==> src/inc/one_hot_select_pkg.sv <==
// Shared constants and the state type of the one-hot select multiplexer.
// Assumes every user refers to these names through the package scope.
package one_hot_select_pkg;

    // Number of select/data pairs unless the instantiating logic says otherwise.
    localparam int DEFAULT_LANES = 4;

    // Smallest lane count that still makes the cell a multiplexer.
    localparam int MIN_LANES = 2;

    // Width of the saturating count of cycles that saw a forbidden pattern.
    localparam int ERR_CNT_W = 8;

    // Reset values of the registered state, and the ceiling of the error count.
    localparam logic RESET_MUX_OUT = 1'b0;
    localparam logic RESET_DEFINED = 1'b0;
    localparam logic RESET_FLAG = 1'b0;
    localparam logic [ERR_CNT_W-1:0] RESET_ERR_CNT = 8'h00;
    localparam logic [ERR_CNT_W-1:0] ERR_CNT_MAX = 8'hFF;

    // Classification of the select pattern seen in one cycle.
    typedef enum logic [1:0] {
        SEL_ONE_HOT = 2'b00,
        SEL_NONE = 2'b01,
        SEL_MANY = 2'b11
    } sel_class_t;

    // Everything the top module remembers, registered as one word.
    typedef struct packed {
        logic mux_out;
        logic out_defined;
        logic contention;
        sel_class_t sel_class;
        logic none_seen;
        logic many_seen;
        logic [ERR_CNT_W-1:0] err_count;
    } mux_state_t;

endpackage
==> src/hdl/one_hot_decode.sv <==
// Combinational core of the one-hot multiplexer: AND-OR path and select pattern check.
// Assumes the lane count has already been checked by the instantiating module.
`timescale 1ns/1ps
module one_hot_decode #(
    parameter int LANES = one_hot_select_pkg::DEFAULT_LANES
) (
    input wire logic [LANES-1:0] sel_i,
    input wire logic [LANES-1:0] data_i,
    input wire logic invert_i,
    output logic forbidden_combo_function_o,
    output logic none_active_o,
    output logic many_active_o,
    output logic output_function_o
);

    logic [LANES:0] seen_any;
    logic [LANES:0] seen_many;
    logic [LANES:0] or_chain;

    // Each lane adds its product term and notes whether a lower lane was already selected.
    // A ripple chain keeps the pair check linear in the lane count instead of quadratic.
    assign seen_any[0] = 1'b0;
    assign seen_many[0] = 1'b0;
    assign or_chain[0] = 1'b0;
    for (genvar i = 0; i < LANES; i++)
    begin : g_lane
        assign seen_any[i+1] = seen_any[i] | sel_i[i];
        assign seen_many[i+1] = seen_many[i] | (seen_any[i] & sel_i[i]);
        assign or_chain[i+1] = or_chain[i] | (sel_i[i] & data_i[i]);
    end

    // With a one-hot select, inverting the whole result equals inverting every data input at once.
    assign none_active_o = ~seen_any[LANES];
    assign many_active_o = seen_many[LANES];
    assign forbidden_combo_function_o = none_active_o | many_active_o;
    assign output_function_o = or_chain[LANES] ^ invert_i;

endmodule

==> src/hdl/one_hot_select_mux.sv <==
// Top of the one-hot select multiplexer with registered result and pattern status.
// Assumes select, data and polarity inputs are synchronous to ref_clk_i.
`timescale 1ns/1ps
module one_hot_select_mux #(
    parameter int LANES = one_hot_select_pkg::DEFAULT_LANES
) (
    input wire logic ref_clk_i,
    input wire logic reset_i,
    input wire logic [LANES-1:0] sel_i,
    input wire logic [LANES-1:0] data_i,
    input wire logic invert_i,
    input wire logic clear_status_i,
    output logic mux_out_o,
    output logic out_defined_o,
    output logic contention_o,
    output logic none_seen_o,
    output logic many_seen_o,
    output logic [one_hot_select_pkg::ERR_CNT_W-1:0] err_count_o
);

    // A single lane is a wire, not a multiplexer, and the pair check would be empty.
    if (LANES < one_hot_select_pkg::MIN_LANES)
    begin : g_lane_check
        $error("one_hot_select_mux needs at least two lanes");
    end

    one_hot_select_pkg::mux_state_t state_reg;
    one_hot_select_pkg::mux_state_t state_next;
    logic forbidden;
    logic none_active;
    logic many_active;
    logic out_func;

    // Equal select and data widths come from the single LANES parameter.
    one_hot_decode #(
        .LANES(LANES)
    ) u_decode (
        .sel_i(sel_i),
        .data_i(data_i),
        .invert_i(invert_i),
        .forbidden_combo_function_o(forbidden),
        .none_active_o(none_active),
        .many_active_o(many_active),
        .output_function_o(out_func)
    );

    // Next state: the result is always computed, but only called defined on a one-hot pattern.
    // A new forbidden pattern in the clearing cycle still sets the sticky bits.
    always_comb
    begin
        state_next = state_reg;
        state_next.mux_out = out_func;
        state_next.out_defined = ~forbidden;
        state_next.contention = forbidden;
        case ({many_active, none_active})
            2'b01:
            begin
                state_next.sel_class = one_hot_select_pkg::SEL_NONE;
            end
            2'b10, 2'b11:
            begin
                state_next.sel_class = one_hot_select_pkg::SEL_MANY;
            end
            default:
            begin
                state_next.sel_class = one_hot_select_pkg::SEL_ONE_HOT;
            end
        endcase
        if (clear_status_i)
        begin
            state_next.none_seen = one_hot_select_pkg::RESET_FLAG;
            state_next.many_seen = one_hot_select_pkg::RESET_FLAG;
            state_next.err_count = one_hot_select_pkg::RESET_ERR_CNT;
        end
        if (none_active)
        begin
            state_next.none_seen = 1'b1;
        end
        if (many_active)
        begin
            state_next.many_seen = 1'b1;
        end
        if (forbidden)
        begin
            if (clear_status_i)
            begin
                state_next.err_count = 8'h01;
            end
            else if (state_reg.err_count != one_hot_select_pkg::ERR_CNT_MAX)
            begin
                state_next.err_count = state_reg.err_count + 8'h01;
            end
        end
    end

    // State register with synchronous reset.
    always_ff @(posedge ref_clk_i)
    begin
        if (reset_i)
        begin
            state_reg.mux_out <= one_hot_select_pkg::RESET_MUX_OUT;
            state_reg.out_defined <= one_hot_select_pkg::RESET_DEFINED;
            state_reg.contention <= one_hot_select_pkg::RESET_FLAG;
            state_reg.sel_class <= one_hot_select_pkg::SEL_ONE_HOT;
            state_reg.none_seen <= one_hot_select_pkg::RESET_FLAG;
            state_reg.many_seen <= one_hot_select_pkg::RESET_FLAG;
            state_reg.err_count <= one_hot_select_pkg::RESET_ERR_CNT;
        end
        else
        begin
            state_reg <= state_next;
        end
    end

    // One result output plus status; every output comes straight from the state register.
    assign mux_out_o = state_reg.mux_out;
    assign out_defined_o = state_reg.out_defined;
    assign contention_o = state_reg.contention;
    assign none_seen_o = state_reg.none_seen;
    assign many_seen_o = state_reg.many_seen;
    assign err_count_o = state_reg.err_count;

    // The registered result follows the AND-OR of the previous cycle's inputs.
    a_mux_and_or: assert property (
        @(posedge ref_clk_i) disable iff (reset_i)
        !$past(reset_i) |-> mux_out_o == ((|($past(sel_i) & $past(data_i))) ^ $past(invert_i)))
    else $error("mux output differs from AND-OR of inputs");

    // On a one-hot pattern the output is the chosen lane's data, inverted when invert_i was high.
    a_one_hot_pick: assert property (
        @(posedge ref_clk_i) disable iff (reset_i)
        $onehot(sel_i) |=> out_defined_o && mux_out_o == ($past(|(sel_i & data_i)) ^ $past(invert_i)))
    else $error("one-hot output is not the selected data");

    // No select high leaves the output marked undefined in the next cycle.
    a_none_undefined: assert property (
        @(posedge ref_clk_i) disable iff (reset_i)
        (sel_i == '0) |=> !out_defined_o && none_seen_o && state_reg.sel_class == one_hot_select_pkg::SEL_NONE)
    else $error("empty select not reported as undefined");

    // Two or more selects mark the output unreliable and set the sticky bit.
    a_many_unreliable: assert property (
        @(posedge ref_clk_i) disable iff (reset_i)
        ($countones(sel_i) > 1) |=> !out_defined_o && many_seen_o
            && state_reg.sel_class == one_hot_select_pkg::SEL_MANY)
    else $error("multiple selects not reported as contention");

    // The forbidden check looks at selects only, whatever the data does.
    a_forbid_sel_only: assert property (
        @(posedge ref_clk_i) disable iff (reset_i)
        forbidden == !$onehot(sel_i))
    else $error("forbidden check disagrees with select pattern");

    // The contention flag tracks the forbidden function with one cycle of delay.
    a_flag_follows: assert property (
        @(posedge ref_clk_i) disable iff (reset_i)
        !$past(reset_i) |-> contention_o == !$past($onehot(sel_i)) && contention_o == !out_defined_o)
    else $error("contention flag does not follow select pattern");

    // Toggling polarity with unchanged inputs flips the defined output and nothing else.
    a_polarity_whole: assert property (
        @(posedge ref_clk_i) disable iff (reset_i)
        $onehot(sel_i) && $stable(sel_i) && $stable(data_i) && $changed(invert_i) && !$past(reset_i)
        |=> mux_out_o != $past(mux_out_o))
    else $error("polarity change did not invert the output");

    // A forbidden pattern held for three cycles grows the error count by three.
    a_err_count_step: assert property (
        @(posedge ref_clk_i) disable iff (reset_i)
        (forbidden && !clear_status_i && err_count_o < 8'hF0) [*3]
        |=> err_count_o == $past(err_count_o, 3) + 8'h03)
    else $error("error count did not step with forbidden cycles");

    // A forbidden pattern in the clearing cycle keeps its sticky bit set.
    a_set_over_clear: assert property (
        @(posedge ref_clk_i) disable iff (reset_i)
        clear_status_i && many_active |=> many_seen_o && err_count_o == 8'h01)
    else $error("clear won over a simultaneous contention event");

    // A clear on a legal cycle empties all status in the next cycle.
    a_clear_status: assert property (
        @(posedge ref_clk_i) disable iff (reset_i)
        clear_status_i && !forbidden |=> !none_seen_o && !many_seen_o
            && err_count_o == one_hot_select_pkg::RESET_ERR_CNT)
    else $error("status not cleared after a legal clear cycle");

    // A legal cycle without a clear leaves the error count alone.
    a_count_hold: assert property (
        @(posedge ref_clk_i) disable iff (reset_i)
        !forbidden && !clear_status_i |=> err_count_o == $past(err_count_o))
    else $error("error count moved on a legal cycle");

    // The count stops at its ceiling, so a long fault never reads back as a small number.
    a_count_saturate: assert property (
        @(posedge ref_clk_i) disable iff (reset_i)
        forbidden && !clear_status_i && err_count_o == one_hot_select_pkg::ERR_CNT_MAX
        |=> err_count_o == one_hot_select_pkg::ERR_CNT_MAX)
    else $error("error count wrapped past its ceiling");

    // The empty-select status bit holds until a clear, whatever the selects do.
    a_none_sticky: assert property (
        @(posedge ref_clk_i) disable iff (reset_i)
        none_seen_o && !clear_status_i |=> none_seen_o)
    else $error("none-seen status dropped without a clear");

    // The many-seen status bit holds until a clear, whatever the selects do.
    a_many_sticky: assert property (
        @(posedge ref_clk_i) disable iff (reset_i)
        many_seen_o && !clear_status_i |=> many_seen_o)
    else $error("many-seen status dropped without a clear");

endmodule

==> config.mk <==
export PLATFORM = sky130hd
export DESIGN_NAME = one_hot_select_mux
export DESIGN_NICKNAME = d
export VERILOG_FILES = /design/src/inc/one_hot_select_pkg.sv /design/src/hdl/one_hot_decode.sv /design/src/hdl/one_hot_select_mux.sv
export SDC_FILE = /design/constraint.sdc
export NUM_CORES = 1
export LEC_CHECK = 0
export BUFFER_PORTS_ARGS = -buffer_cell sky130_fd_sc_hd__buf_2
export CAP_MARGIN = 20
export CORE_MARGIN = 8
export CORE_UTILIZATION = 41
export DETAILED_ROUTE_END_ITERATION = 8
export GPL_ROUTABILITY_DRIVEN = 0
export PLACE_DENSITY_LB_ADDON = 0.1
export SYNTH_ARGS = -nofsm -noshare
export SYNTH_HDL_FRONTEND = slang
export SYNTH_SLANG_ARGS = --single-unit
==> constraint.sdc <==
create_clock -name ref_clk_i -period 1.4 [get_ports ref_clk_i]
set_input_delay 0.07 -clock ref_clk_i [delete_from_list [all_inputs] [get_ports ref_clk_i]]
set_output_delay 0.07 -clock ref_clk_i [all_outputs]
set_load 0.05 [all_outputs]
==> results.toml, run 1 <==
[floorplanning]
die_w_um = 56.26
core.rowCount = 14
initial_core_util_pct = 44.10
ios = 25
die_h_um = 56.26
die_area_um2 = 3165
core-area_um2 = 1506

[critical_path]
worstSetupStartpoint = "err_count_o[0]$_SDFF_PP0_"
reg2reg_slack_ns = 0.06
r2r-end = "err_count_o[5]$_SDFF_PP0_"
slowest_delay_ns = 0.43
startpoint_type = "flip-flop"
path_cells = "ha_4 > nand2_1 > o211ai_1 > or4_4 > a21oi_2"
reg2reg_depth = 5
cp_data_required_time_ns = 1.62
crit_buf_inv = 0
crit_family = "simple AND/OR/NAND/NOR gates"
crit_arrival_ns = 1.56
r2r-start = "err_count_o[0]$_SDFF_PP0_"
crit_slowest_cell = "or4_4"
cp_max_fo = 6
path_class = "reg2reg"
crit_path_end_kind = "flip-flop"

[cts]
max-clock-path-buffers = 2
h-tree-depth = 1
cts.sinks = 13
cts_tree = "done"
path_clk_slew_ns = 0.08
numCtsBuffers = 3
cts_root_buffer = "clkbuf_4"
clkLatencyLatePin_ns = 0.28

[synth]
syn_area_per_cell_um2 = 8.518
synth_area_leaders = "dfxtp_1 39%, nor2_1 6.2%, a21oi_1 6.0%"
yosysWarnings = 0
synth_top_cell_by_area = "dfxtp_1"
seq_area_frac_synth_pct = 39.17
synth-seq-cells = 13
synth_cells = 78
synth_most_common_cell = "dfxtp_1"
synthFlopType = "dfxtp_1"
syn_nets = 91
synth_cell_types = 36
async_reset_ff_share_pct = 0
post-synth-top-area-fraction_pct = 39.17
synth-edff-count = 0
ys_top_cells_by_count = "13 x dfxtp_1, 11 x nor2_1, 8 x a21oi_1"
synth_area_um2 = 664.4

[sta]
relSlewSlack_pct = 68.62
skew_ns = 0.004897
finalSetupViolCount = 0
finalCriticalPeriod_ns = 1.338
final_max_slew_viol_count = 0
rsz0062_at_grt = "true"
fmax_mhz = 747.2
period_share_pct = 95.59
hold_ws_ns = 0.03901
hold_viol_final = 0
tightest_slew_ns = 0.4642

[global_route]
grt_pass1_vias = 767
grt_max_degree = 10
grtUsageTotal_pct = 11.55
overflow = 0
grt_first_pass_wirelength_mm = 3.105
antenna_found_initial = 0

[drt]
ant_nets = 0
drc_errors = 0
vias_per_cell = 5.617
vias = 719
firstDrtPassIters = 4
wl_mm = 1.829
drt-initial-drc-count = 6
routedWlPerCell_um = 14.29

[cells_and_area]
nets = 126
multi_input_area_um2 = 410.4
syn2layout_area_growth_pct = 39.36
fillers = 135
fin_cells = 128
insertedDiodeCount = 0
regArea_um2 = 285.3
drive_gt1_share_pct = 46.43

[power]
internal_power_uw = 549.1
combPwrFrac_pct = 21.8
seq_power_share_pct = 48.3
p_clk_share_pct = 29.9
p_switching_uw = 249.6
switching_share_pct = 31.25
leakagePower_nw = 0.3851
max-vdd-ir-drop_mv = 0.4727
p_per_area_nw_per_um2 = 862.7

[worst_hold_path]
worstHoldStart = "reset_i"
hold_depth = 2
worstHoldEndpoint = "err_count_o[0]$_SDFF_PP0_"
hp-class = "in2reg"

[place]
hpwl_mm = 1.389
portBuffers = 24
dp.cells = 124

[run]
cap_violations = 0

[run_status]
status = "completed"
==> power by group through the flow <==
stage / Combinational (mW) / Sequential (mW) / Clock (mW)
after floorplan: 0.0602 / 0.445 / 0
after global placement: 0.170 / 0.393 / 0
after detailed placement: 0.173 / 0.393 / 0
after CTS: 0.174 / 0.384 / 0.250
after global routing: 0.189 / 0.388 / 0.263
final: 0.174 / 0.386 / 0.239
==> kinds of logic after synthesis <==
kind of cell | Yosys count | share of synthesized area [%]
buffers and inverters | 3 | 2.824
muxes | 1 | 1.507
adders and majority gates | 2 | 3.390
xor gates and xnor gates | 2 | 2.637
DFF | 13 | 39.17
AOI/OAI and AO/OA | 23 | 24.11
and+or+nand+nor | 34 | 26.37
==> per-layer routing <==
layer | wire length [µm] | vias up | share of wire (%) | global-route usage [%]
li1 | - | 361 | - | -
met1 | 819 | 326 | 45 | 11.72
met2 | 857 | 26 | 47 | 19.65
met3 | 115 | 6 | 6.3 | 4.719
met4 | 37 | 0 | 2.0 | 6.186
met5 | 0 | - | 0 | 0
==> sequential cells by signal, indices dropped and copies added (netlist names) <==
signal	count
many_seen_o	1
none_seen_o	1
mux_out_o	1
contention_o	1
out_defined_o	1
err_count_o	8
==> layout by cell type, fill, tap and decap left out, types with 2 or more instances in the layout <==
cell | synthesis | layout
or2_2 | 2 | 2
dfxtp_4 | 0 | 6
nand2b_1 | 2 | 2
nor2b_1 | 2 | 2
xor2_1 | 2 | 2
a211oi_1 | 2 | 2
dfxtp_2 | 0 | 2
buf_4 | 0 | 8
nor3_1 | 3 | 2
o21ai_0 | 2 | 2
clkbuf_4 | 0 | 3
buf_2 | 0 | 24
nand2_1 | 4 | 4
a21oi_1 | 8 | 7
a221oi_1 | 2 | 2
nand3_1 | 2 | 2
dfxtp_1 | 13 | 5
nor2_1 | 11 | 11
==> timing repair <==
item | in CTS | in global routing
endpoints found under the setup margin | 0 | 3
buffers inserted | 0 | 0
resized for setup | 0 | 5
hold buffers | 0 | 0
==> area by class of cell <==
type / instances / area share (%)
multi-input cells: 62 / 44.32
well taps: 16 / 2.162
flip-flops and latches: 13 / 30.81
repair buffers: 32 / 19.46
inverters: 1 / 0.4054
clock buffers: 4 / 2.838
==> per-stage QoR <==
| step | power, mW | setup TNS [ns] | cell area (µm²) | setup WS [ns] | util (%) |
|---|---|---|---|---|---|
| after floorplan | 0.5055 | -0.03596 | 691.9 | -0.03596 | - |
| after global placement | 0.5628 | -0.02263 | 877.1 | -0.02263 | 58.22 |
| after detailed placement | 0.5660 | -0.04269 | 877.1 | -0.04193 | 58.22 |
| after CTS | 0.8082 | 0 | 903.4 | 0.03335 | 59.97 |
| after global routing | 0.8399 | -0.01790 | 925.9 | -0.01790 | 61.46 |
| final | 0.7987 | 0 | 925.9 | 0.06168 | 61.46 |
==> how the worst max path moves through the flow <==
stage / end / slack [ns] / cells after the start
floorplan: err_count_o[0]$_SDFF_PP0_ / -0.04 / 4
global placement: err_count_o[5]$_SDFF_PP0_ / -0.02 / 5
detailed placement: err_count_o[5]$_SDFF_PP0_ / -0.04 / 5
CTS: err_count_o[5]$_SDFF_PP0_ / 0.03 / 5
finish: err_count_o[5]$_SDFF_PP0_ / 0.06 / 5
global route: err_count_o[5]$_SDFF_PP0_ / -0.02 / 5
No activity file was read; power rests on OpenSTA's default activity.
==> run 2, diff against run 1 <==
--- a/config.mk
+++ b/config.mk
@@ -8,10 +8,11 @@
 export BUFFER_PORTS_ARGS = -buffer_cell sky130_fd_sc_hd__buf_2
 export CAP_MARGIN = 20
 export CORE_MARGIN = 8
-export CORE_UTILIZATION = 41
+export CORE_UTILIZATION = 46
 export DETAILED_ROUTE_END_ITERATION = 8
 export GPL_ROUTABILITY_DRIVEN = 0
 export PLACE_DENSITY_LB_ADDON = 0.1
+export REMOVE_ABC_BUFFERS = 1
 export SYNTH_ARGS = -nofsm -noshare
 export SYNTH_HDL_FRONTEND = slang
 export SYNTH_SLANG_ARGS = --single-unit
==> constraint.sdc (replaced) <==
create_clock -name ref_clk_i -period 1.47 [get_ports ref_clk_i]
set_input_delay 0.0735 -clock ref_clk_i [delete_from_list [all_inputs] [get_ports ref_clk_i]]
set_output_delay 0.0735 -clock ref_clk_i [all_outputs]
set_load 0.05 [all_outputs]
==> results.toml, run 2 (synthesized netlist as in run 1, its figures left out) <==
[run_status]
status = "completed"

[critical_path]
crit_arrival_ns = 1.52
r2r-start = "err_count_o[6]$_SDFF_PP0_"
cp_max_fo = 4
path_cells = "nand4_1 > or2_2 > o311ai_0 > a21oi_1"
crit_family = "compound AO/OA/AOI/OAI gates"
cp_data_required_time_ns = 1.61
path_class = "reg2reg"
crit_buf_inv = 0
reg2reg_depth = 4
slowest_delay_ns = 0.38
crit_path_end_kind = "flip-flop"
reg2reg_slack_ns = 0.08
r2r-end = "err_count_o[0]$_SDFF_PP0_"
startpoint_type = "flip-flop"
crit_slowest_cell = "dfxtp_1"

[cts]
cts_resized = 0
cts_root_buffer = "clkbuf_4"
numCtsBuffers = 3
max-clock-path-buffers = 2
h-tree-depth = 1
cts_tree = "done"
postCtsHoldBufs = 0
path_clk_slew_ns = 0.07
cts.sinks = 13
clkLatencyLatePin_ns = 0.27
post-cts-setup-buffers = 0

[floorplanning]
die_area_um2 = 2917
core-area_um2 = 1334
core.rowCount = 13
ios = 25
initial_core_util_pct = 49.81
die_w_um = 54.01
die_h_um = 54.01

[cells_and_area]
drive_gt1_share_pct = 38.39
regArea_um2 = 261.5
multi_input_area_um2 = 392.9
mostFrequentLayoutCells = "24 x buf_2, 12 x dfxtp_1, 11 x nor2_1, 8 x a21oi_1, 8 x buf_4"
largest_reg_flops = 8
final_common_cell = "buf_2"
syn2layout_area_growth_pct = 32.96
fin_cells = 127
fillers = 119
nets = 126
insertedDiodeCount = 0

[power]
max-vdd-ir-drop_mv = 0.5813
p_per_area_nw_per_um2 = 852.3
p_switching_uw = 222.5
switching_share_pct = 29.55
p_clk_share_pct = 28.4
leakagePower_nw = 0.3779
combPwrFrac_pct = 22.3
internal_power_uw = 530.4
seq_power_share_pct = 49.4

[sta]
period_share_pct = 94.28
rsz0062_at_grt = "false"
skew_ns = 0.007070
finalCriticalPeriod_ns = 1.386
final_max_slew_viol_count = 0
fmax_mhz = 721.6
tightest_slew_ns = 0.3770
hold_ws_ns = 0.05392
finalSetupViolCount = 0
hold_viol_final = 0
relSlewSlack_pct = 74.52

[global_route]
antenna_found_initial = 0
grt_first_pass_wirelength_mm = 2.870
grt_pass1_vias = 706
grtUsageTotal_pct = 12.71
grt_max_degree = 10
overflow = 0

[place]
hpwl_mm = 1.374
dp.cells = 123
portBuffers = 24

[drt]
drt-initial-drc-count = 10
firstDrtPassIters = 4
ant_nets = 0
vias_per_cell = 5.591
drc_errors = 0
wl_mm = 1.717
routedWlPerCell_um = 13.52
vias = 710

[worst_hold_path]
worstHoldEndpoint = "mux_out_o$_SDFF_PP0_"
worstHoldStart = "invert_i"
hp-class = "in2reg"
hold_depth = 3

[run]
cap_violations = 0
-- run 2: worst max-delay path by stage --
stage / slack, ns / startpoint / end / depth (start not counted)
after floorplan: -0.30 / err_count_o[3]$_SDFF_PP0_ / err_count_o[0]$_SDFF_PP0_ / 4
after global placement: 0.04 / sel_i[1] / err_count_o[5]$_SDFF_PP0_ / 5
after detailed placement: -0.005 / sel_i[0] / err_count_o[3]$_SDFF_PP0_ / 6
after CTS: 0.05 / err_count_o[0]$_SDFF_PP0_ / err_count_o[5]$_SDFF_PP0_ / 5
after global routing: 0.009 / err_count_o[6]$_SDFF_PP0_ / err_count_o[0]$_SDFF_PP0_ / 4
final: 0.08 / err_count_o[6]$_SDFF_PP0_ / err_count_o[0]$_SDFF_PP0_ / 4
-- run 2: through the flow --
step	cell area (µm²)	setup TNS, ns	power, mW	setup WS (ns)	util, %
detailed placement	848.3	-0.005294	0.5465	-0.005294	63.60
floorplan	649.4	-0.9923	0.4806	-0.3025	-
CTS	874.6	0	0.7619	0.05438	65.57
global placement	848.3	0	0.5428	0.04155	63.60
finish	883.3	0	0.7529	0.08410	66.23
global route	883.3	0	0.7925	0.009059	66.23
-- run 2: worst register-to-register path, cell delays in order (launching register included) --
cell and delay, ns:
dfxtp_1 0.38, nand4_1 0.13, or2_2 0.30, o311ai_0 0.34
a21oi_1 0.11
-- run 2: per-layer routing --
layer | global-route usage [%] | vias up | wire length (µm)
li1 | - | 359 | -
met1 | 15.02 | 329 | 753
met2 | 22.20 | 20 | 852
met3 | 3.030 | 2 | 99
met4 | 3.689 | 0 | 12
met5 | 0 | - | 0
-- run 2: power by group through the flow --
stage          clock network, mW  logic (mW)  registers (mW)
3_3_place_gp                   0       0.164           0.379
2_1_floorplan                  0      0.0492           0.431
6_report                   0.214       0.168           0.372
5_1_grt                    0.238       0.181           0.374
3_5_place_dp                   0       0.166           0.380
4_1_cts                    0.223       0.167           0.372
-- run 2: area by class of cell --
type                       count  share of cell area [%]
clock buffer                   4                   2.975
inverter                       1                  0.4249
multi-input combinational     62                   44.48
sequential                    13                   29.60
tap                           15                   2.125
timing repair buffer          32                   20.40
